## src/raex_pkg.sv

```systemverilog
package raex_pkg;
   localparam logic [7:0] COND_DUTY_GT  = 8'h38;
   localparam logic [7:0] COND_DUTY_LT  = 8'h39;
   localparam logic [7:0] COND_ONOFF    = 8'h3A;
   localparam logic [7:0] ACT_DRIVE     = 8'h64;
   localparam logic [7:0] ACT_TX_BYTE   = 8'h65;
   localparam logic [7:0] IDX_END       = 8'hFF;
   localparam logic [7:0] DRV_OFF       = 8'h00;
   localparam logic [7:0] DRV_ON        = 8'h01;
   localparam logic [7:0] DRV_TOGGLE    = 8'h02;
   localparam logic [7:0] DRV_PWM_OFF   = 8'h03;
   localparam logic [7:0] DRV_PWM_ON    = 8'h04;
   localparam logic [7:0] DRV_PWM_TOG   = 8'h05;
   localparam logic [7:0] DRV_TX_VAR1   = 8'h06;
   localparam logic [7:0] DRV_TX_VAR2   = 8'h07;
   localparam logic [7:0] DRV_TX_DUTY   = 8'h08;
   localparam logic [7:0] DRV_CONFIG    = 8'h09;
   localparam logic [7:0] DUTY_RST      = 8'h00;
   localparam logic [7:0] PWM_PERIOD_M1 = 8'hFE;
   localparam int         CLK_HZ        = 100000000;
   localparam int         BAUD          = 9600;
   localparam int         BIT_CYCLES    = CLK_HZ / BAUD;
   localparam int         CFG_TMO_MS    = 100;
   localparam int         CFG_TMO_CYCLES = CFG_TMO_MS * (CLK_HZ / 1000);
   localparam logic [3:0] UART_BITS     = 4'hA;

   typedef struct packed {
      logic [7:0] kind;
      logic [7:0] param;
      logic [7:0] next;
   } raex_rule_t;

   typedef enum logic [1:0] {
      RAEX_IDLE  = 2'b00,
      RAEX_FETCH = 2'b01,
      RAEX_EXEC  = 2'b10,
      RAEX_TXW   = 2'b11
   } raex_state_t;
endpackage

```

## src/raex_core.sv

```systemverilog
// Overview of operation
// RULE_01 - Condition 56 true when duty setting strictly exceeds parameter.
// RULE_02 - Condition 57 true when duty setting strictly below parameter.
// RULE_03 - Duty setting is an unsigned eight-bit value, 0 to 255.
// RULE_04 - Condition 58 tests PWM, LED or transistor on/off picked by parameter 0..5.
// RULE_05 - Rule author uses only on/off parameters 0..5.
// RULE_06 - Action rule is three bytes: type, parameter, next index.
// RULE_07 - Chain stops at index 255 or an index beyond table end.
// RULE_08 - Actions run in chain order from the event's starting action.
// RULE_09 - Rule author keeps non-terminating indices pointing at real actions.
// RULE_10 - Outside normal mode actions altering the transistor are suppressed.
// RULE_11 - A suppressed action still lets the chain continue.
// RULE_12 - Type 100 param 0 off, 1 on, 2 toggles the transistor.
// RULE_13 - Param 3 stops PWM, keeps duty, stored transistor drives pin.
// RULE_14 - Param 4 starts PWM at present duty, overriding transistor setting.
// RULE_15 - Param 5 inverts PWM run state, duty unchanged.
// RULE_16 - Params 6 and 7 send variable one or two over UART.
// RULE_17 - Param 8 sends the duty setting over UART.
// RULE_18 - Author switches transistor off before sending; receiver pulls up.
// RULE_19 - Param 9 stops PWM, turns transistor off, enters configuration mode.
// RULE_20 - Config mode held until a start bit, then a time-out exits it.
// RULE_21 - Output drive accepts params 0..9, skipped outside normal mode.
// RULE_22 - Type 101 sends its parameter byte, skipped outside normal mode.
// RULE_23 - Duty 0 is fully off, 255 fully on.
// RULE_24 - UART frame: start, eight data bits LSB first, stop; idle is off.
// RULE_25 - PWM on time is duty over 255 of a fixed period.
module raex_core #(
   parameter int TABLE_DEPTH = 32,
   parameter int CFG_TMO     = raex_pkg::CFG_TMO_CYCLES
) (
   input  wire logic                ref_clk,
   input  wire logic                rst_b,
   input  wire logic                chain_start,
   input  wire logic [7:0]          chain_first,
   output logic                     chain_busy,
   output logic [7:0]               rule_addr,
   input  wire raex_pkg::raex_rule_t rule_data,
   input  wire logic [7:0]          var1,
   input  wire logic [7:0]          var2,
   input  wire logic [7:0]          duty_in,
   input  wire logic                duty_load,
   input  wire logic                led_state,
   input  wire logic [7:0]          cond_kind,
   input  wire logic [7:0]          cond_param,
   output logic                     cond_true,
   input  wire logic                sig_pin_in,
   output logic                     xstr_on,
   output logic                     normal_mode,
   output logic [7:0]               duty,
   output logic                     pwm_run,
   output logic                     out_setting
);
   raex_pkg::raex_state_t state;
   logic [7:0]  idx;
   logic [7:0]  tx_shift;
   logic [3:0]  tx_bits;
   logic [15:0] tx_cnt;
   logic        tx_busy;
   logic        tx_line;
   logic        cfg_mode;
   logic        cfg_tmo_run;
   logic [31:0] cfg_cnt;
   logic [7:0]  pwm_cnt;
   logic        pwm_wave;

   wire idx_end    = (chain_first == raex_pkg::IDX_END) || (32'(chain_first) >= TABLE_DEPTH);
   wire next_end   = (rule_data.next == raex_pkg::IDX_END) || (32'(rule_data.next) >= TABLE_DEPTH); // RULE_07
   wire is_drive   = rule_data.kind == raex_pkg::ACT_DRIVE;
   wire is_txb     = rule_data.kind == raex_pkg::ACT_TX_BYTE;
   wire exec_ok    = (state == raex_pkg::RAEX_EXEC) && !cfg_mode; // RULE_10 RULE_21 RULE_22
   wire drv_go     = exec_ok && is_drive;
   wire tx_req     = exec_ok && (is_txb || (is_drive && (rule_data.param == raex_pkg::DRV_TX_VAR1 ||
                     rule_data.param == raex_pkg::DRV_TX_VAR2 || rule_data.param == raex_pkg::DRV_TX_DUTY)));
   wire [7:0] tx_val = is_txb ? rule_data.param :                                            // RULE_22
                       (rule_data.param == raex_pkg::DRV_TX_VAR1) ? var1 :                    // RULE_16
                       (rule_data.param == raex_pkg::DRV_TX_VAR2) ? var2 : duty;              // RULE_17
   wire cfg_go     = drv_go && rule_data.param == raex_pkg::DRV_CONFIG;
   wire tmo_done   = cfg_tmo_run && (cfg_cnt == 32'(CFG_TMO - 1));

   assign normal_mode = !cfg_mode;
   assign chain_busy  = state != raex_pkg::RAEX_IDLE;
   assign rule_addr   = idx;                                                                  // RULE_06

   // Condition evaluation
   wire [5:0] onoff_vec = {out_setting, !out_setting, led_state, !led_state, pwm_run, !pwm_run};
   assign cond_true = (cond_kind == raex_pkg::COND_DUTY_GT) ? (duty > cond_param) :          // RULE_01
                      (cond_kind == raex_pkg::COND_DUTY_LT) ? (duty < cond_param) :          // RULE_02
                      (cond_kind == raex_pkg::COND_ONOFF && cond_param < 8'h06) ?
                      onoff_vec[cond_param[2:0]] : 1'b0;                                      // RULE_04

   // Chain sequencer
   always_ff @(posedge ref_clk or negedge rst_b) begin
      if (!rst_b) begin
         state <= raex_pkg::RAEX_IDLE;
         idx   <= 8'h00;
      end else begin
         unique case (state)
            raex_pkg::RAEX_IDLE: begin
               if (chain_start && !idx_end) begin                                          // RULE_08
                  idx   <= chain_first;
                  state <= raex_pkg::RAEX_FETCH;
               end
            end
            raex_pkg::RAEX_FETCH: state <= raex_pkg::RAEX_EXEC;
            raex_pkg::RAEX_EXEC: begin
               if (tx_req) begin
                  state <= raex_pkg::RAEX_TXW;
               end else if (next_end) begin                                                 // RULE_11
                  state <= raex_pkg::RAEX_IDLE;
               end else begin
                  idx   <= rule_data.next;
                  state <= raex_pkg::RAEX_FETCH;
               end
            end
            raex_pkg::RAEX_TXW: begin
               if (!tx_busy && next_end) begin
                  state <= raex_pkg::RAEX_IDLE;
               end else if (!tx_busy) begin
                  idx   <= rule_data.next;
                  state <= raex_pkg::RAEX_FETCH;
               end
            end
         endcase
      end
   end

   // Output, PWM and duty state
   always_ff @(posedge ref_clk or negedge rst_b) begin
      if (!rst_b) begin
         out_setting <= 1'b0;
         pwm_run     <= 1'b0;
         duty        <= raex_pkg::DUTY_RST;
      end else begin
         if (duty_load) begin
            duty <= duty_in;                                                                // RULE_03
         end
         if (drv_go) begin
            unique case (rule_data.param)
               raex_pkg::DRV_OFF:     out_setting <= 1'b0;                                  // RULE_12
               raex_pkg::DRV_ON:      out_setting <= 1'b1;                                  // RULE_12
               raex_pkg::DRV_TOGGLE:  out_setting <= !out_setting;                          // RULE_12
               raex_pkg::DRV_PWM_OFF: pwm_run <= 1'b0;                                      // RULE_13
               raex_pkg::DRV_PWM_ON:  pwm_run <= 1'b1;                                      // RULE_14
               raex_pkg::DRV_PWM_TOG: pwm_run <= !pwm_run;                                  // RULE_15
               raex_pkg::DRV_CONFIG: begin                                                   // RULE_19
                  pwm_run     <= 1'b0;
                  out_setting <= 1'b0;
               end
               default: ;                                                                   // RULE_21
            endcase
         end
      end
   end

   // PWM: period of 255 counts, high while count below duty
   always_ff @(posedge ref_clk or negedge rst_b) begin
      if (!rst_b) begin
         pwm_cnt <= 8'h00;
      end else begin
         pwm_cnt <= (pwm_cnt == raex_pkg::PWM_PERIOD_M1) ? 8'h00 : pwm_cnt + 8'h01;        // RULE_25
      end
   end
   assign pwm_wave = pwm_cnt < duty;                                                         // RULE_23

   // UART transmitter
   always_ff @(posedge ref_clk or negedge rst_b) begin
      if (!rst_b) begin
         tx_busy  <= 1'b0;
         tx_shift <= 8'h00;
         tx_bits  <= 4'h0;
         tx_cnt   <= 16'h0000;
         tx_line  <= 1'b0;
      end else if (state == raex_pkg::RAEX_EXEC && tx_req) begin
         tx_busy  <= 1'b1;
         tx_shift <= tx_val;
         tx_bits  <= 4'h0;
         tx_cnt   <= 16'h0000;
         tx_line  <= 1'b1;                                                                  // RULE_24
      end else if (tx_busy) begin
         if (tx_cnt == 16'(raex_pkg::BIT_CYCLES - 1)) begin
            tx_cnt  <= 16'h0000;
            tx_bits <= tx_bits + 4'h1;
            if (tx_bits == raex_pkg::UART_BITS - 4'h1) begin
               tx_busy <= 1'b0;
               tx_line <= 1'b0;
            end else if (tx_bits == raex_pkg::UART_BITS - 4'h2) begin
               tx_line <= 1'b0;
            end else begin
               tx_line  <= !tx_shift[0];                                                    // RULE_24
               tx_shift <= {1'b0, tx_shift[7:1]};
            end
         end else begin
            tx_cnt <= tx_cnt + 16'h0001;
         end
      end
   end

   // Configuration mode and time-out
   always_ff @(posedge ref_clk or negedge rst_b) begin
      if (!rst_b) begin
         cfg_mode    <= 1'b0;
         cfg_tmo_run <= 1'b0;
         cfg_cnt     <= 32'h0;
      end else if (cfg_go) begin
         cfg_mode    <= 1'b1;                                                               // RULE_19
         cfg_tmo_run <= 1'b0;
         cfg_cnt     <= 32'h0;
      end else if (cfg_mode) begin
         if (!cfg_tmo_run && !sig_pin_in) begin
            cfg_tmo_run <= 1'b1;                                                            // RULE_20
         end else if (tmo_done) begin
            cfg_mode    <= 1'b0;                                                            // RULE_20
            cfg_tmo_run <= 1'b0;
         end else if (cfg_tmo_run) begin
            cfg_cnt <= cfg_cnt + 32'h1;
         end
      end
   end

   always_ff @(posedge ref_clk or negedge rst_b) begin
      if (!rst_b) begin
         xstr_on <= 1'b0;
      end else begin
         xstr_on <= tx_busy ? tx_line : (pwm_run ? pwm_wave : out_setting);                 // RULE_14
      end
   end

   property p_cfg_suppress;
      @(posedge ref_clk) disable iff (!rst_b)
         (cfg_mode && state == raex_pkg::RAEX_EXEC) |=> $stable(out_setting) && $stable(pwm_run);
   endproperty
   a_cfg_suppress: assert property (p_cfg_suppress) else $error("output changed in config mode"); // RULE_10

   property p_end_stop;
      @(posedge ref_clk) disable iff (!rst_b)
         (state == raex_pkg::RAEX_EXEC && !tx_req && next_end) |=> state == raex_pkg::RAEX_IDLE;
   endproperty
   a_end_stop: assert property (p_end_stop) else $error("chain did not stop"); // RULE_07

   property p_toggle;
      @(posedge ref_clk) disable iff (!rst_b)
         (drv_go && rule_data.param == raex_pkg::DRV_TOGGLE) |=> out_setting != $past(out_setting);
   endproperty
   a_toggle: assert property (p_toggle) else $error("toggle failed"); // RULE_12

   property p_cfg_enter;
      @(posedge ref_clk) disable iff (!rst_b)
         cfg_go |=> cfg_mode && !pwm_run && !out_setting;
   endproperty
   a_cfg_enter: assert property (p_cfg_enter) else $error("config entry wrong"); // RULE_19

   property p_gt;
      @(posedge ref_clk) disable iff (!rst_b)
         (cond_kind == raex_pkg::COND_DUTY_GT) |-> cond_true == (duty > cond_param);
   endproperty
   a_gt: assert property (p_gt) else $error("duty gt wrong"); // RULE_01

   property p_lt;
      @(posedge ref_clk) disable iff (!rst_b)
         (cond_kind == raex_pkg::COND_DUTY_LT) |-> cond_true == (duty < cond_param);
   endproperty
   a_lt: assert property (p_lt) else $error("duty lt wrong"); // RULE_02

   property p_start_bit;
      @(posedge ref_clk) disable iff (!rst_b)
         (state == raex_pkg::RAEX_EXEC && tx_req) |=> tx_busy ##1 xstr_on;
   endproperty
   a_start_bit: assert property (p_start_bit) else $error("no start bit"); // RULE_24

   property p_pwm_on;
      @(posedge ref_clk) disable iff (!rst_b)
         (drv_go && rule_data.param == raex_pkg::DRV_PWM_ON) |=> pwm_run && ($stable(duty) || $past(duty_load));
   endproperty
   a_pwm_on: assert property (p_pwm_on) else $error("pwm start wrong"); // RULE_14

   property p_pwm_off;
      @(posedge ref_clk) disable iff (!rst_b)
         (drv_go && rule_data.param == raex_pkg::DRV_PWM_OFF) |=> !pwm_run && ($stable(duty) || $past(duty_load));
   endproperty
   a_pwm_off: assert property (p_pwm_off) else $error("pwm stop wrong"); // RULE_13

   property p_onoff_out;
      @(posedge ref_clk) disable iff (!rst_b)
         (cond_kind == raex_pkg::COND_ONOFF && cond_param == 8'h05) |-> cond_true == out_setting;
   endproperty
   a_onoff_out: assert property (p_onoff_out) else $error("output on test wrong"); // RULE_04

   property p_tx_skip;
      @(posedge ref_clk) disable iff (!rst_b)
         (cfg_mode && state == raex_pkg::RAEX_EXEC) |=> state != raex_pkg::RAEX_TXW;
   endproperty
   a_tx_skip: assert property (p_tx_skip) else $error("transmit ran in config mode"); // RULE_22

   property p_idle_off;
      @(posedge ref_clk) disable iff (!rst_b)
         (!tx_busy && !pwm_run && !out_setting) |=> !xstr_on;
   endproperty
   a_idle_off: assert property (p_idle_off) else $error("transistor on while idle"); // RULE_24

   property p_pwm_full;
      @(posedge ref_clk) disable iff (!rst_b)
         (pwm_run && !tx_busy && duty == 8'hFF) |=> xstr_on;
   endproperty
   a_pwm_full: assert property (p_pwm_full) else $error("full duty not on"); // RULE_23
endmodule

```

## config.mk

```make
export PLATFORM = sky130hd
export DESIGN_NAME = raex_core
export DESIGN_NICKNAME = d
export VERILOG_FILES = /design/src/raex_pkg.sv /design/src/raex_core.sv
export SDC_FILE = /design/constraint.sdc
export NUM_CORES = 1
export LEC_CHECK = 0
export BUFFER_PORTS_ARGS = -buffer_cell sky130_fd_sc_hd__buf_2
export CORE_UTILIZATION = 40
export CTS_CLUSTER_DIAMETER = 40
export DETAILED_ROUTE_END_ITERATION = 8
export PLACE_DENSITY = 0.57
export SYNTH_ARGS = -nofsm -noshare
export SYNTH_HDL_FRONTEND = slang
export SYNTH_SLANG_ARGS = --single-unit
```

## constraint.sdc

```tcl
create_clock -name ref_clk -period 4.8 [get_ports ref_clk]
set_clock_uncertainty 0.1 [all_clocks]
set_input_delay 0.24 -clock ref_clk [delete_from_list [all_inputs] [get_ports ref_clk]]
set_output_delay 0.24 -clock ref_clk [all_outputs]
set_load 0.005 [all_outputs]
```

== Yosys cells after proc, flatten, opt, wreduce, memory -nomap -nowiden ==
Cells that the tools add are included.
Cells by class
  equality and inequality tests: 34
  muxes and demuxes: 58
  reduce and logical (&&, ||, !) cells: 46
  add/subtract/negate cells: 4
  $lt $le $gt $ge: 7
Operators with widths (number)
  2-to-1 mux 32 bit: 5
  2-to-1 mux 8 bit: 14
  2-to-1 mux 16 bit: 3
  adder 32 x 1 -> 32 bit (second input constant): 1
  equality test 32 x 24 -> 1 bit (second input constant): 1
  equality test 8 x 3 -> 1 bit (second input constant): 4
  equality test 8 x 6 -> 1 bit (second input constant): 3
  equality test 8 bit (second input constant): 3
  2-to-1 mux 1 bit: 24
  one-hot mux 8 bit (3 select lines): 1
  != test 2 bit (second input constant): 9
  adder 16 x 1 -> 16 bit (second input constant): 1
  equality test 16 x 14 -> 1 bit (second input constant): 1
  equality test 8 x 2 -> 1 bit (second input constant): 2
  equality test 8 x 4 -> 1 bit (second input constant): 2
  equality test 8 x 7 -> 1 bit (second input constant): 2
  greater-or-equal comparator 8 x 6 -> 1 bit (second input constant): 2
  less-than comparator 8 bit: 2
  2-to-1 mux 4 bit: 3
  nonzero test 3 bit: 4
  logical AND 1 bit: 11
  AND reduction 2 bit: 5
  nonzero test 2 bit: 5
  zero test 1 bit: 9
  20 further kinds: 32
Word-level totals
  register bits after elaboration: 93
  input port bits: 78

== Longest topological paths before layout ==
Gate-level depths: netlist (run 1).
  word-level depth: 9
  mapped depth: 9

== Worst setup path before layout (run 1) ==
No wires, ideal clock.
  path kind: reg2reg
  start: reg cfg_cnt[27]
  end: reg cfg_cnt[3]
  library setup time: 0.129 ns
  required time: 4.571 ns
  cell stages (with the launch flop): 9
  arrival time: 2.144 ns
  path buffers: 2
  setup slack: 2.427 ns
  cells stage by stage: dfrtp_1 -> or4b_1 -> or4_4 -> o21bai_1 -> nor2b_1 -> buf_4 -> buf_6 -> xor2_1 -> nor2_1
Between the ends
  word-level cells in the longest chain between the ends: 4
Ends and longest elaborated chain
  start, declared: line raex_core.sv:62  | logic [31:0] cfg_cnt;
  start signal, assigned: line raex_core.sv:215  | cfg_cnt <= cfg_cnt + 32'h1;
  equality test 32 x 24 -> 1 bit: line raex_core.sv:78  | wire tmo_done = cfg_tmo_run && (cfg_cnt == 32'(CFG_TMO - 1));
  logical AND 1 bit: line raex_core.sv:78
  != test 2 bit (no source line)
  AND reduction 4 bit (no source line)
No other way between the ends.
A chain may end at the register's enable or synchronous reset.

== Final worst setup path (run 1) ==
  start: reg cfg_cnt[27]
  end: reg cfg_cnt[26]
Same word-level chain as after synthesis.

==> results of run 1 <==
## tightest hold or removal path: stages
cell and delay, ns:
buf_2 0.08, nand2_1 0.04, o21ai_0 0.05
## per-stage QoR
stage          hold WS [ns]  cell area [µm²]  total power, W
2_1_floorplan        -0.156             5570         0.00139
3_3_place_gp          0.295             6160         0.00154
3_5_place_dp          0.310             6160         0.00156
4_1_cts             0.00320             6460         0.00227
5_1_grt              0.0120             6460         0.00238
6_report            0.00699             6470         0.00225
## routing by layer
metal	global-route usage [%]	wire length, µm	vias to the layer above
li1	-	-	2398
met2	33.4	6850	96
met5	0	0	-
met3	3.28	501	28
met1	26.9	6410	2331
met4	9.14	355	0
## cell type report
type | count | share of cell area [%]
diodes | 2 | 0.0774
clock inverters | 4 | 0.754
multi-input cells | 467 | 46.0
inverters | 32 | 1.86
clock buffers | 11 | 3.60
well taps | 176 | 3.40
repair buffers | 104 | 8.35
flip-flops and latches | 93 | 36.0
## power by group through the flow
| stage | clock network, W | logic [W] | registers [W] |
|---|---|---|---|
| final | 0.000705 | 0.000512 | 0.00104 |
| after floorplan | 0 | 0.000385 | 0.00100 |
| after detailed placement | 0 | 0.000514 | 0.00105 |
| after global routing | 0.000749 | 0.000576 | 0.00106 |
| after global placement | 0 | 0.000494 | 0.00104 |
| after CTS | 0.000721 | 0.000517 | 0.00104 |
## placed cells by master (no fill, tap or decap), types with 20 or more instances in the layout
cell,n
o21ai_0,24
nand2_1,66
mux2i_1,25
a21oi_1,34
buf_2,98
nand3_1,23
xnor2_1,20
inv_1,31
a211oi_1,20
nor2_1,71
dfrtp_1,93
ha_1,22
## cell families after synthesis
group / Yosys count
AOI/OAI and AO/OA: 129
xor gates and xnor gates: 36
adders and majority gates: 22
buffers and inverters: 63
DFF: 93
muxes: 25
and+or+nand+nor: 255
## worst max-delay path by stage
| stage | from | endpoint | slack [ns] | cells after the start |
|---|---|---|---|---|
| 6_report | cfg_cnt[27]$_DFFE_PN0P_ | cfg_cnt[26]$_DFFE_PN0P_ | 1.76 | 6 |
| 5_1_grt | cfg_cnt[27]$_DFFE_PN0P_ | cfg_cnt[26]$_DFFE_PN0P_ | 1.61 | 6 |
| 4_1_cts | cfg_cnt[27]$_DFFE_PN0P_ | cfg_cnt[26]$_DFFE_PN0P_ | 1.76 | 6 |
| 3_5_place_dp | cfg_cnt[27]$_DFFE_PN0P_ | cfg_cnt[26]$_DFFE_PN0P_ | 1.80 | 6 |
| 3_3_place_gp | cfg_cnt[27]$_DFFE_PN0P_ | cfg_cnt[20]$_DFFE_PN0P_ | 1.80 | 6 |
| 2_1_floorplan | cfg_cnt[27]$_DFFE_PN0P_ | cfg_cnt[3]$_DFFE_PN0P_ | 2.43 | 8 |
## sequential cells by signal, indices dropped and copies added, names as in the netlist
register     cells
cfg_cnt         32
tx_cnt          16
duty             8
pwm_cnt          8
rule_addr        8
tx_shift         8
tx_bits          4
state            2
cfg_mode         1
cfg_tmo_run      1
out_setting      1
pwm_run          1
tx_busy          1
tx_line          1
xstr_on          1
==> results.md, run 1 <==
- Status: finished, final reports clean
- Slew headroom: 40.4%
- Setup violations, final: 0
- Die width: 120 µm
- Max stage delay cell, worst path: o21ai_1
- R2R setup slack: 1.76 ns
- GRT Util Overall: 20.6%
- Layout overhead on the synthesized area: 16.3%
- CP Launch Type: flip-flop
- Fraction of the mapped netlist area in simple logic gates: 23.6%
- Critical-path cell list: or4b_1, or4_4, o21ai_1, a2111oi_0, xnor2_1, nor2_1
- Bufs and invs on worst path: 0
- IO Port Bufs: 99
- Root Buffer: clkbuf_16
- Area of the core: 0.0134 mm²
- Fillcell total: 1,317
- Setup TNS: 0 ns
- Synth Area in Compound Gates: 14.7%
- Skew-Pair Late Insertion Delay: 0.34 ns
- Die Height: 120 µm
- RSZ-0062 raised after global routing: no
- R2R depth: 6
- Final Max Tran Viols: 0
- Mean Syn Cell Area: 8.93 µm²
- CTS tree: built
- CP peak stage delay: 0.72 ns
- Vias in the first global route: 4,744
- Final period util: 63.3%
- Synth Register Bits: 93
- Worst vdd ir: 174 µV
- Final core area utilization: 48.3%
- Avg WL per Cell: 15.9 µm
- Largest family of logic cells by synthesized area: simple AND/OR/NAND/NOR gates
- Mapped Area: 0.00557 mm²
- Ys async rst share: 100%
- Logic pwr share: 22.7%
- Critical setup path kind: flip-flop to flip-flop
- Clk sink count: 93
- Internal power: 0.00152 W
- Layout cells sized above 1: 17.4%
- Proportion of synthesized area in mux cells: 4.50%
- Yosys top cell area share: 41.8%
- Residual DRC: 0
- Sw Share: 32.4%
- Main synth FF type: dfrtp_1
- Critical Path RT: 4.89 ns
- Worst setup margin: 1.76 ns
- Post-CTS Setup Inserts: 0
- Remaining antenna violation count: 0
- HPWL after DPL: 10,300 µm
- CTS resizes: 0
- Critical R2R Launch: cfg_cnt[27]$_DFFE_PN0P_
- Hold path cells: 3
- FF-to-FF End: cfg_cnt[26]$_DFFE_PN0P_
- Hold_sp: duty_in[6]
- Crit path capture type: flip-flop
- Worst path top cell family by delay: simple AND/OR/NAND/NOR gates
- Ports: 100
- P per Cell Area: 348 mW/mm²
- Min Tclk post-route: 3.04 ns
- Final hold violations: 0
- Global route overflow: 0
- Area of the multi-input gates: 0.00298 mm²
- Crit path arrival time: 3.13 ns
- Fin cells: 889
- P_sw: 0.000732 W
- Post-synthesis adder-cell area fraction: 4.95%
- Dominant cell type by area after synthesis: dfrtp_1
- Worst Hold Class: primary input to flip-flop
- Fin nets: 807
- Routed via count: 4,853
- Top post-synthesis cells by count: dfrtp_1, nor2_1, nand2_1
- Row count: 42
- Slew of the pin with the lowest slew margin: 0.888 ns
- First-pass GRT wire length: 23,400 µm
- CTS buffer count: 9
- XOR/XNOR share of the synthesized area: 5.67%
- DR pass1 iterations: 5
- Synthesized instance count: 623
- Synthesized Nets: 723
- Maximum root-to-sink buffer count: 2
- DR vias/cell: 5.46
- Hold buffers post-CTS: 2
- Fmax: 329 MHz
- P_leak: 2.90 nW
- FF+latch area: 0.00233 mm²
- Initial antenna violation count: 0
- Clock-pin slew on the worst setup and hold paths: 0.07 ns
- Reg power frac: 46.0%
- Crit-path max FO: 12
- Pre-CTS WS: 1.80 ns
- Clock power frac: 31.3%
- Ranking of synthesized cells by area: dfrtp_1, ha_1, nor2_1
- Drt total wl: 14,100 µm
- Min-Delay Endpoint: duty[6]$_DFFE_PN0P_
- CTS H-tree lvls: 3
- # placed instances: 870
- Initial DRC count: 245
- Die area: 0.0144 mm²
- Pin count of the biggest net entering global routing: 65
- Number of synthesized flops with an enable pin: 0
- Seq/Total Area, Yosys: 41.8%
- Max Cap Violations: 0
- Top-count cell post-synth: dfrtp_1
- Initial Util: 41.5%
- Ys Warns: 0
- Distinct cells, synth: 60
- GPL Wtd Cong: 0.843
No activity file was read; power rests on OpenSTA's default activity.
==> run 2, diff against run 1 <==
Settings changed: PLACE_DENSITY 0.57 to 0.6.
Clock period 4.8 ns to 2.7 ns, I/O delays scaled along.
==> run 2 against run 1 <==
Effect of this change:
- design area increased by 5.8%
- utilization increased by 2.8 points
- combinational power increased by 100%
- fmax increased by 21%
- via count increased by 3.3%
- largest cell class unchanged
==> results.md, run 2 (same netlist as run 1, synthesis figures left out) <==
- Initial antenna violation count: 0 (unchanged)
- CP Launch Type: flip-flop (unchanged)
- Worst vdd ir: 339 µV (was 174 µV)
- FF-to-FF End: cfg_cnt[23]$_DFFE_PN0P_ (was cfg_cnt[26]$_DFFE_PN0P_)
- CTS buffer count: 9 (unchanged)
- Setup violations, final: 0 (unchanged)
- Root Buffer: clkbuf_16 (unchanged)
- Drt total wl: 14,200 µm (was 14,100 µm)
- CTS tree: built (unchanged)
- Hold slack: 0.0400 ns (was 0.00699 ns)
- Residual DRC: 0 (unchanged)
- Layout cells sized above 1: 19.8% (was 17.4%)
- Fin nets: 846 (was 807)
- Post-CTS Setup Inserts: 0 (unchanged)
- Clock-pin slew on the worst setup and hold paths: 0.06 ns (was 0.07 ns)
- Crit-path max FO: 10 (was 12)
- Area of the multi-input gates: 0.00298 mm² (about the same)
- Final hold violations: 0 (unchanged)
- GPL Wtd Cong: 0.881 (was 0.843)
- P_leak: 3.10 nW (was 2.90 nW)
- Vias in the first global route: 5,052 (was 4,744)
- R2R depth: 7 (was 6)
- Min Tclk post-route: 2.52 ns (was 3.04 ns)
- Max Cap Violations: 0 (unchanged)
- CTS H-tree lvls: 3 (unchanged)
- Maximum root-to-sink buffer count: 2 (unchanged)
- HPWL after DPL: 10,500 µm (was 10,300 µm)
- Top flop regs: cfg_cnt: 32 flops, tx_cnt: 16 flops (unchanged)
- Most frequent cells in the layout: buf_2, dfrtp_1, nor2_1 (unchanged)
- Critical setup path kind: flip-flop to flip-flop (unchanged)
- Remaining antenna violation count: 0 (unchanged)
- Final Max Tran Viols: 0 (unchanged)
- Critical R2R Launch: cfg_cnt[27]$_DFFE_PN0P_ (unchanged)
- Avg WL per Cell: 15.3 µm (was 15.9 µm)
- Hold path cells: 3 (unchanged)
- DR vias/cell: 5.39 (was 5.46)
- Skew-Pair Late Insertion Delay: 0.35 ns (was 0.34 ns)
- Pin count of the biggest net entering global routing: 40 (was 65)
- Routed via count: 5,011 (was 4,853)
- Status: finished, final reports clean (unchanged)
- Initial Util: 41.5% (unchanged)
- Layout overhead on the synthesized area: 23.0% (was 16.3%)
- First-pass GRT wire length: 24,400 µm (was 23,400 µm)
- FF+latch area: 0.00233 mm² (unchanged)
- Setup TNS: 0 ns (unchanged)
- Hold_sp: rule_data[12] (was duty_in[6])
- Crit path arrival time: 2.68 ns (was 3.13 ns)
- Die Height: 120 µm (unchanged)
- Row count: 42 (unchanged)
- Die area: 0.0144 mm² (unchanged)
- Die width: 120 µm (unchanged)
- Ports: 100 (unchanged)
- Total power: 0.00418 W (was 0.00225 W)
- Worst Hold Class: primary input to flip-flop (unchanged)
- Fillcell total: 1,267 (was 1,317)
- Critical Path RT: 2.86 ns (was 4.89 ns)
- Initial DRC count: 374 (was 245)
- Crit path capture type: flip-flop (unchanged)
- Max reg flops: 32 (unchanged)
- Slew headroom: 54.7% (was 40.4%)
- Slew of the pin with the lowest slew margin: 0.673 ns (was 0.888 ns)
- IO Port Bufs: 99 (unchanged)
- Min-Delay Endpoint: tx_shift[4]$_DFFE_PN0P_ (was duty[6]$_DFFE_PN0P_)
- Fmax: 397 MHz (was 329 MHz)
- GRT Util Overall: 21.5% (was 20.6%)
- Final period util: 93.2% (was 63.3%)
- P per Cell Area: 610 mW/mm² (was 348 mW/mm²)
- RSZ-0062 raised after global routing: no (unchanged)
- Global route overflow: 0 (unchanged)
- DR pass1 iterations: 4 (was 5)
- Area of the core: 0.0134 mm² (unchanged)
- Clk sink count: 93 (unchanged)
- Top reg by flops: cfg_cnt (unchanged)
- Commonest non-fill, non-tap cell in the layout: buf_2 (unchanged)
- R2R setup slack: 0.18 ns (was 1.76 ns)
run 2: per-stage QoR:
stage               area [µm²]  util, %  worst slack, ns  instances
finish                    6850     51.1            0.184        930
global route              6840     51.0           0.0182        927
CTS                       6830     51.0           0.0556        927
detailed placement        6330     47.2           0.0894        892
global placement          6330     47.2            0.135        892
floorplan                 5570        -            0.327        623
run 2: metal layers:
metal | wire, µm | vias up | track usage (%) | part of all wire, %
li1 | - | 2477 | - | -
met1 | 6250 | 2406 | 27.8 | 44
met2 | 7070 | 104 | 35.2 | 50
met3 | 602 | 24 | 4.61 | 4.2
met4 | 306 | 0 | 7.50 | 2.2
met5 | 0 | - | 0 | 0
run 2: cell type report:
type / instances / area share, %
Multi-Input combinational cell: 467 / 43.6
Sequential cell: 93 / 34.0
Timing Repair Buffer: 143 / 12.8
Clock buffer: 12 / 3.75
Tap cell: 176 / 3.22
Inverter: 32 / 1.75
Clock inverter: 4 / 0.822
Antenna cell: 3 / 0.110
run 2: power breakdown:
group / switching (W) / internal (W) / total, W / leakage (nW)
sequential: 0.000225 / 0.00159 / 0.00182 / 1.04
clock: 0.000543 / 0.000773 / 0.00132 / 0.153
combinational: 0.000551 / 0.000490 / 0.00104 / 1.91
total: 0.00132 / 0.00286 / 0.00418 / 3.10
run 2: how the worst max path moves through the flow:
stage / to / cells after the start / from
3_3_place_gp: cfg_cnt[3]$_DFFE_PN0P_ / 7 / cfg_cnt[27]$_DFFE_PN0P_
2_1_floorplan: cfg_cnt[3]$_DFFE_PN0P_ / 8 / cfg_cnt[27]$_DFFE_PN0P_
3_5_place_dp: cfg_cnt[3]$_DFFE_PN0P_ / 7 / cfg_cnt[27]$_DFFE_PN0P_
6_report: cfg_cnt[23]$_DFFE_PN0P_ / 7 / cfg_cnt[27]$_DFFE_PN0P_
4_1_cts: cfg_cnt[23]$_DFFE_PN0P_ / 7 / cfg_cnt[27]$_DFFE_PN0P_
5_1_grt: cfg_cnt[23]$_DFFE_PN0P_ / 7 / cfg_cnt[27]$_DFFE_PN0P_
run 2: repair_timing:
item / 4_1_cts / 5_1_grt
endpoints found under the hold margin: 49 / 0
endpoints found under the setup margin: 0 / 15
gates resized for setup: 0 / 2
hold buffers: 19 / 0
run 2: worst max-delay path, cell delays in order, from the launching register on:
cell and delay, ns:
dfrtp_1 0.41, or4b_1 0.53, or4_4 0.56, o21bai_1 0.17, nor2b_4 0.21, buf_4 0.19, o21ai_1 0.09, a21oi_1 0.18
==> run 3, diff against run 2 <==
Settings changed: ABC_AREA set to 1, BUFFER_PORTS_ARGS -buffer_cell sky130_fd_sc_hd__buf_2 to not set, CTS_BUF_LIST set to sky130_fd_sc_hd__clkbuf_8, DONT_BUFFER_PORTS set to 1, PLACE_DENSITY 0.6 to 0.53.
==> run 3 against run 2 <==
Effect of this change:
- wire length grew 26%
- register-to-register slack improved by 0.04 ns
- setup slack gained 0.038 ns
- clock-buffer cell count decreased by 1
- critical path depth fell by 1
- non-clock buffer count is 101 lower
- global-route usage decreased by 0.43 points
- via count increased by 27%
- sequential power grew 3%
- combinational power rose by 18%
- critical endpoint is now state[0]$_DFFE_PN0P_
==> results.md, run 3 <==
- Status: finished, final reports clean (unchanged)
- Synth Area in Compound Gates: 5.93% (was 14.7%)
- Final Max Tran Viols: 0 (unchanged)
- Crit path arrival time: 2.65 ns (was 2.68 ns)
- Worst Hold Class: primary input to flip-flop (unchanged)
- GRT Util Overall: 21.0% (was 21.5%)
- Setup TNS: 0 ns (unchanged)
- Skew-Pair Late Insertion Delay: 0.38 ns (was 0.35 ns)
- Layout cells sized above 1: 6.77% (was 19.8%)
- XOR/XNOR share of the synthesized area: 2.94% (was 5.67%)
- Highest metal used: met4 (unchanged)
- Clock-pin slew on the worst setup and hold paths: 0.10 ns (was 0.06 ns)
- Fin cells: 1,283 (was 930)
- P_leak: 3.82 nW (was 3.10 nW)
- Maximum root-to-sink buffer count: 2 (unchanged)
- R2R setup slack: 0.22 ns (was 0.18 ns)
- CP Launch Type: flip-flop (unchanged)
- Largest family of logic cells by synthesized area: simple AND/OR/NAND/NOR gates (unchanged)
- Pre-CTS WS: 0.491 ns (was 0.0894 ns)
- Die area: 0.0177 mm² (was 0.0144 mm²)
- Hold_sp: var1[0] (was rule_data[12])
- Ranking of synthesized cells by area: dfrtp_1, nand2_1, nand3_1 (was dfrtp_1, ha_1, nor2_1)
- Distinct cells, synth: 42 (was 60)
- Ports: 100 (unchanged)
- Row count: 47 (was 42)
- Mean Syn Cell Area: 6.68 µm² (was 8.93 µm²)
- Die width: 133 µm (was 120 µm)
- Commonest non-fill, non-tap cell in the layout: nand2_1 (was buf_2)
- Most frequent cells in the layout: nand2_1, nor2_1, inv_1 (was buf_2, dfrtp_1, nor2_1)
- # placed instances: 1,230 (was 892)
- Hold path cells: 6 (was 3)
- Bufs and invs on worst path: 3 (was 1)
- Ys Warns: 0 (unchanged)
- Main synth FF type: dfrtp_1 (unchanged)
- Area of the core: 0.0166 mm² (was 0.0134 mm²)
- Antenna cells: 0 (was 3)
- Initial Util: 41.2% (was 41.5%)
- Clk sink count: 93 (unchanged)
- DR pass1 iterations: 5 (was 4)
- CP peak stage delay: 0.60 ns (was 0.56 ns)
- Met2 WL: 8320 µm (was 7070 µm)
- Top reg by flops: cfg_cnt (unchanged)
- Critical R2R Launch: state[1]$_DFFE_PN0P_ (was cfg_cnt[27]$_DFFE_PN0P_)
- Final period util: 91.8% (was 93.2%)
- Routed via count: 6,345 (was 5,011)
- IO Port Bufs: 0 (was 99)
- Global route overflow: 0 (unchanged)
- Root Buffer: clkbuf_8 (was clkbuf_16)
- DR vias/cell: 4.95 (was 5.39)
- Min Tclk post-route: 2.48 ns (was 2.52 ns)
- Critical Path RT: 2.87 ns (was 2.86 ns)
- Layout overhead on the synthesized area: 10.9% (was 23.0%)
- Post-synthesis adder-cell area fraction: 4.02% (was 4.95%)
- Crit-path max FO: 9 (was 10)
- Metal1 wirelength: 8890 µm (was 6250 µm)
- Worst setup margin: 0.222 ns (was 0.184 ns)
- CTS tree: built (unchanged)
- Vias in the first global route: 5,948 (was 5,052)
- Final hold violations: 0 (unchanged)
- Dominant cell type by area after synthesis: dfrtp_1 (unchanged)
- Met3 wire len: 377 µm (was 602 µm)
- Remaining antenna violation count: 0 (unchanged)
- HPWL after DPL: 13,200 µm (was 10,500 µm)
- Fin nets: 1,158 (was 846)
- Slew headroom: 67.6% (was 54.7%)
- CTS buffer count: 9 (unchanged)
- Crit path capture type: flip-flop (unchanged)
- Synth Register Bits: 93 (unchanged)
- Initial antenna violation count: 0 (unchanged)
- Slew of the pin with the lowest slew margin: 0.486 ns (was 0.673 ns)
- Max reg flops: 32 (unchanged)
- Mapped Area: 0.00685 mm² (was 0.00557 mm²)
- Max Cap Violations: 0 (unchanged)
- Top-count cell post-synth: nand2_1 (was dfrtp_1)
- Seq/Total Area, Yosys: 34.0% (was 41.8%)
- Worst path top cell family by delay: buffers and inverters (was simple AND/OR/NAND/NOR gates)
- Synthesized Nets: 1,126 (was 723)
- Fraction of the mapped netlist area in simple logic gates: 43.3% (was 23.6%)
- P per Cell Area: 542 mW/mm² (was 610 mW/mm²)
- Die Height: 133 µm (was 120 µm)
- Top flop regs: cfg_cnt: 32 flops, tx_cnt: 16 flops (unchanged)
- Max stage delay cell, worst path: dlygate4sd3_1 (was or4_4)
- First-pass GRT wire length: 29,900 µm (was 24,400 µm)
- FF-to-FF End: state[0]$_DFFE_PN0P_ (was cfg_cnt[23]$_DFFE_PN0P_)
- R2R depth: 6 (was 7)
- Initial DRC count: 334 (was 374)
- Setup violations, final: 0 (unchanged)
- Number of synthesized flops with an enable pin: 0 (unchanged)
- Critical-path cell list: inv_1, nand2_1, a21oi_1, dlygate4sd3_1, a21oi_1, dlygate4sd3_1 (was or4b_1, or4_4, o21bai_1, nor2b_4, buf_4, o21ai_1, a21oi_1)
- RSZ-0062 raised after global routing: no (unchanged)
- Avg WL per Cell: 14.0 µm (was 15.3 µm)
- Min-Delay Endpoint: tx_shift[0]$_DFFE_PN0P_ (was tx_shift[4]$_DFFE_PN0P_)
- Synthesized instance count: 1,026 (was 623)
- Worst vdd ir: 475 µV (was 339 µV)
- Yosys top cell area share: 34.0% (was 41.8%)
- Drt total wl: 17,900 µm (was 14,200 µm)
- Top post-synthesis cells by count: nand2_1, nor2_1, inv_1 (was dfrtp_1, nor2_1, nand2_1)
- CTS H-tree lvls: 3 (unchanged)
- GPL Wtd Cong: 0.869 (was 0.881)
- Proportion of synthesized area in mux cells: 0% (was 4.50%)
- Ys async rst share: 100% (unchanged)
- Residual DRC: 0 (unchanged)
- Fmax: 404 MHz (was 397 MHz)
- Critical setup path kind: flip-flop to flip-flop (unchanged)
- Pin count of the biggest net entering global routing: 94 (was 40)
==> run 3: timing repair <==
item                                   4_1_cts  5_1_grt
endpoints found under the hold margin      117        0
hold buffers                                37        0
resized for setup                            0        0
setup buffers                                0        0
==> run 3: logic make-up (layout without fill, tap and decap cells) <==
| group | count (synthesis) | in the layout |
|---|---|---|
| buffers and inverters | 157 | 194 |
| adders and majority gates | 22 | 22 |
| xor gates and xnor gates | 23 | 23 |
| DFF | 93 | 93 |
| AOI/OAI and AO/OA | 71 | 71 |
| and+or+nand+nor | 660 | 660 |
==> run 3: per-layer routing <==
metal | global-route usage [%] | vias up
li1 | - | 3333
met1 | 29.3 | 2915
met2 | 33.7 | 72
met3 | 2.41 | 25
met4 | 7.28 | 0
met5 | 0 | -
==> run 3: how the worst max path moves through the flow <==
stage	startpoint	to	slack, ns	cells past startpoint
global route	rule_data[12]	state[0]$_DFFE_PN0P_	0.1	13
CTS	state[1]$_DFFE_PN0P_	state[0]$_DFFE_PN0P_	0.24	6
global placement	state[1]$_DFFE_PN0P_	cfg_cnt[17]$_DFFE_PN0P_	0.51	9
detailed placement	cfg_cnt[0]$_DFFE_PN0P_	cfg_cnt[20]$_DFFE_PN0P_	0.49	9
floorplan	tx_cnt[0]$_DFFE_PN0P_	tx_shift[6]$_DFFE_PN0P_	0.92	10
finish	state[1]$_DFFE_PN0P_	state[0]$_DFFE_PN0P_	0.22	6
==> run 3: cell type report <==
type,count,area [µm²]
sequential,93,2330
inverter,136,515
tap,220,275
clock buffer,11,151
timing repair buffer,42,425
fill,1711,9040
multi-input combinational,776,3850
clock inverter,5,57.6
==> run 3: power breakdown <==
part / internal [W] / switching [W]
combinational: 0.000461 / 0.000767
clock: 0.000481 / 0.000536
sequential: 0.00160 / 0.000272
total: 0.00254 / 0.00157
==> run 3: through the flow <==
step / hold WS (ns) / power, W / utilization, % / area [µm²]
2_1_floorplan: -0.261 / 0.00277 / - / 6850
3_3_place_gp: -0.258 / 0.00298 / 42.1 / 7010
3_5_place_dp: -0.258 / 0.00299 / 42.1 / 7010
4_1_cts: 0.00216 / 0.00416 / 45.7 / 7600
5_1_grt: 0.0509 / 0.00441 / 45.7 / 7600
6_report: 0.0129 / 0.00412 / 45.7 / 7600
==> run 3: worst min-delay path, cell delays in order <==
cell and delay [ns]:
nand3_1 0.06, nand2_1 0.05, inv_1 0.04, nand2_1 0.04, nand3_1 0.06, nand3_1 0.07
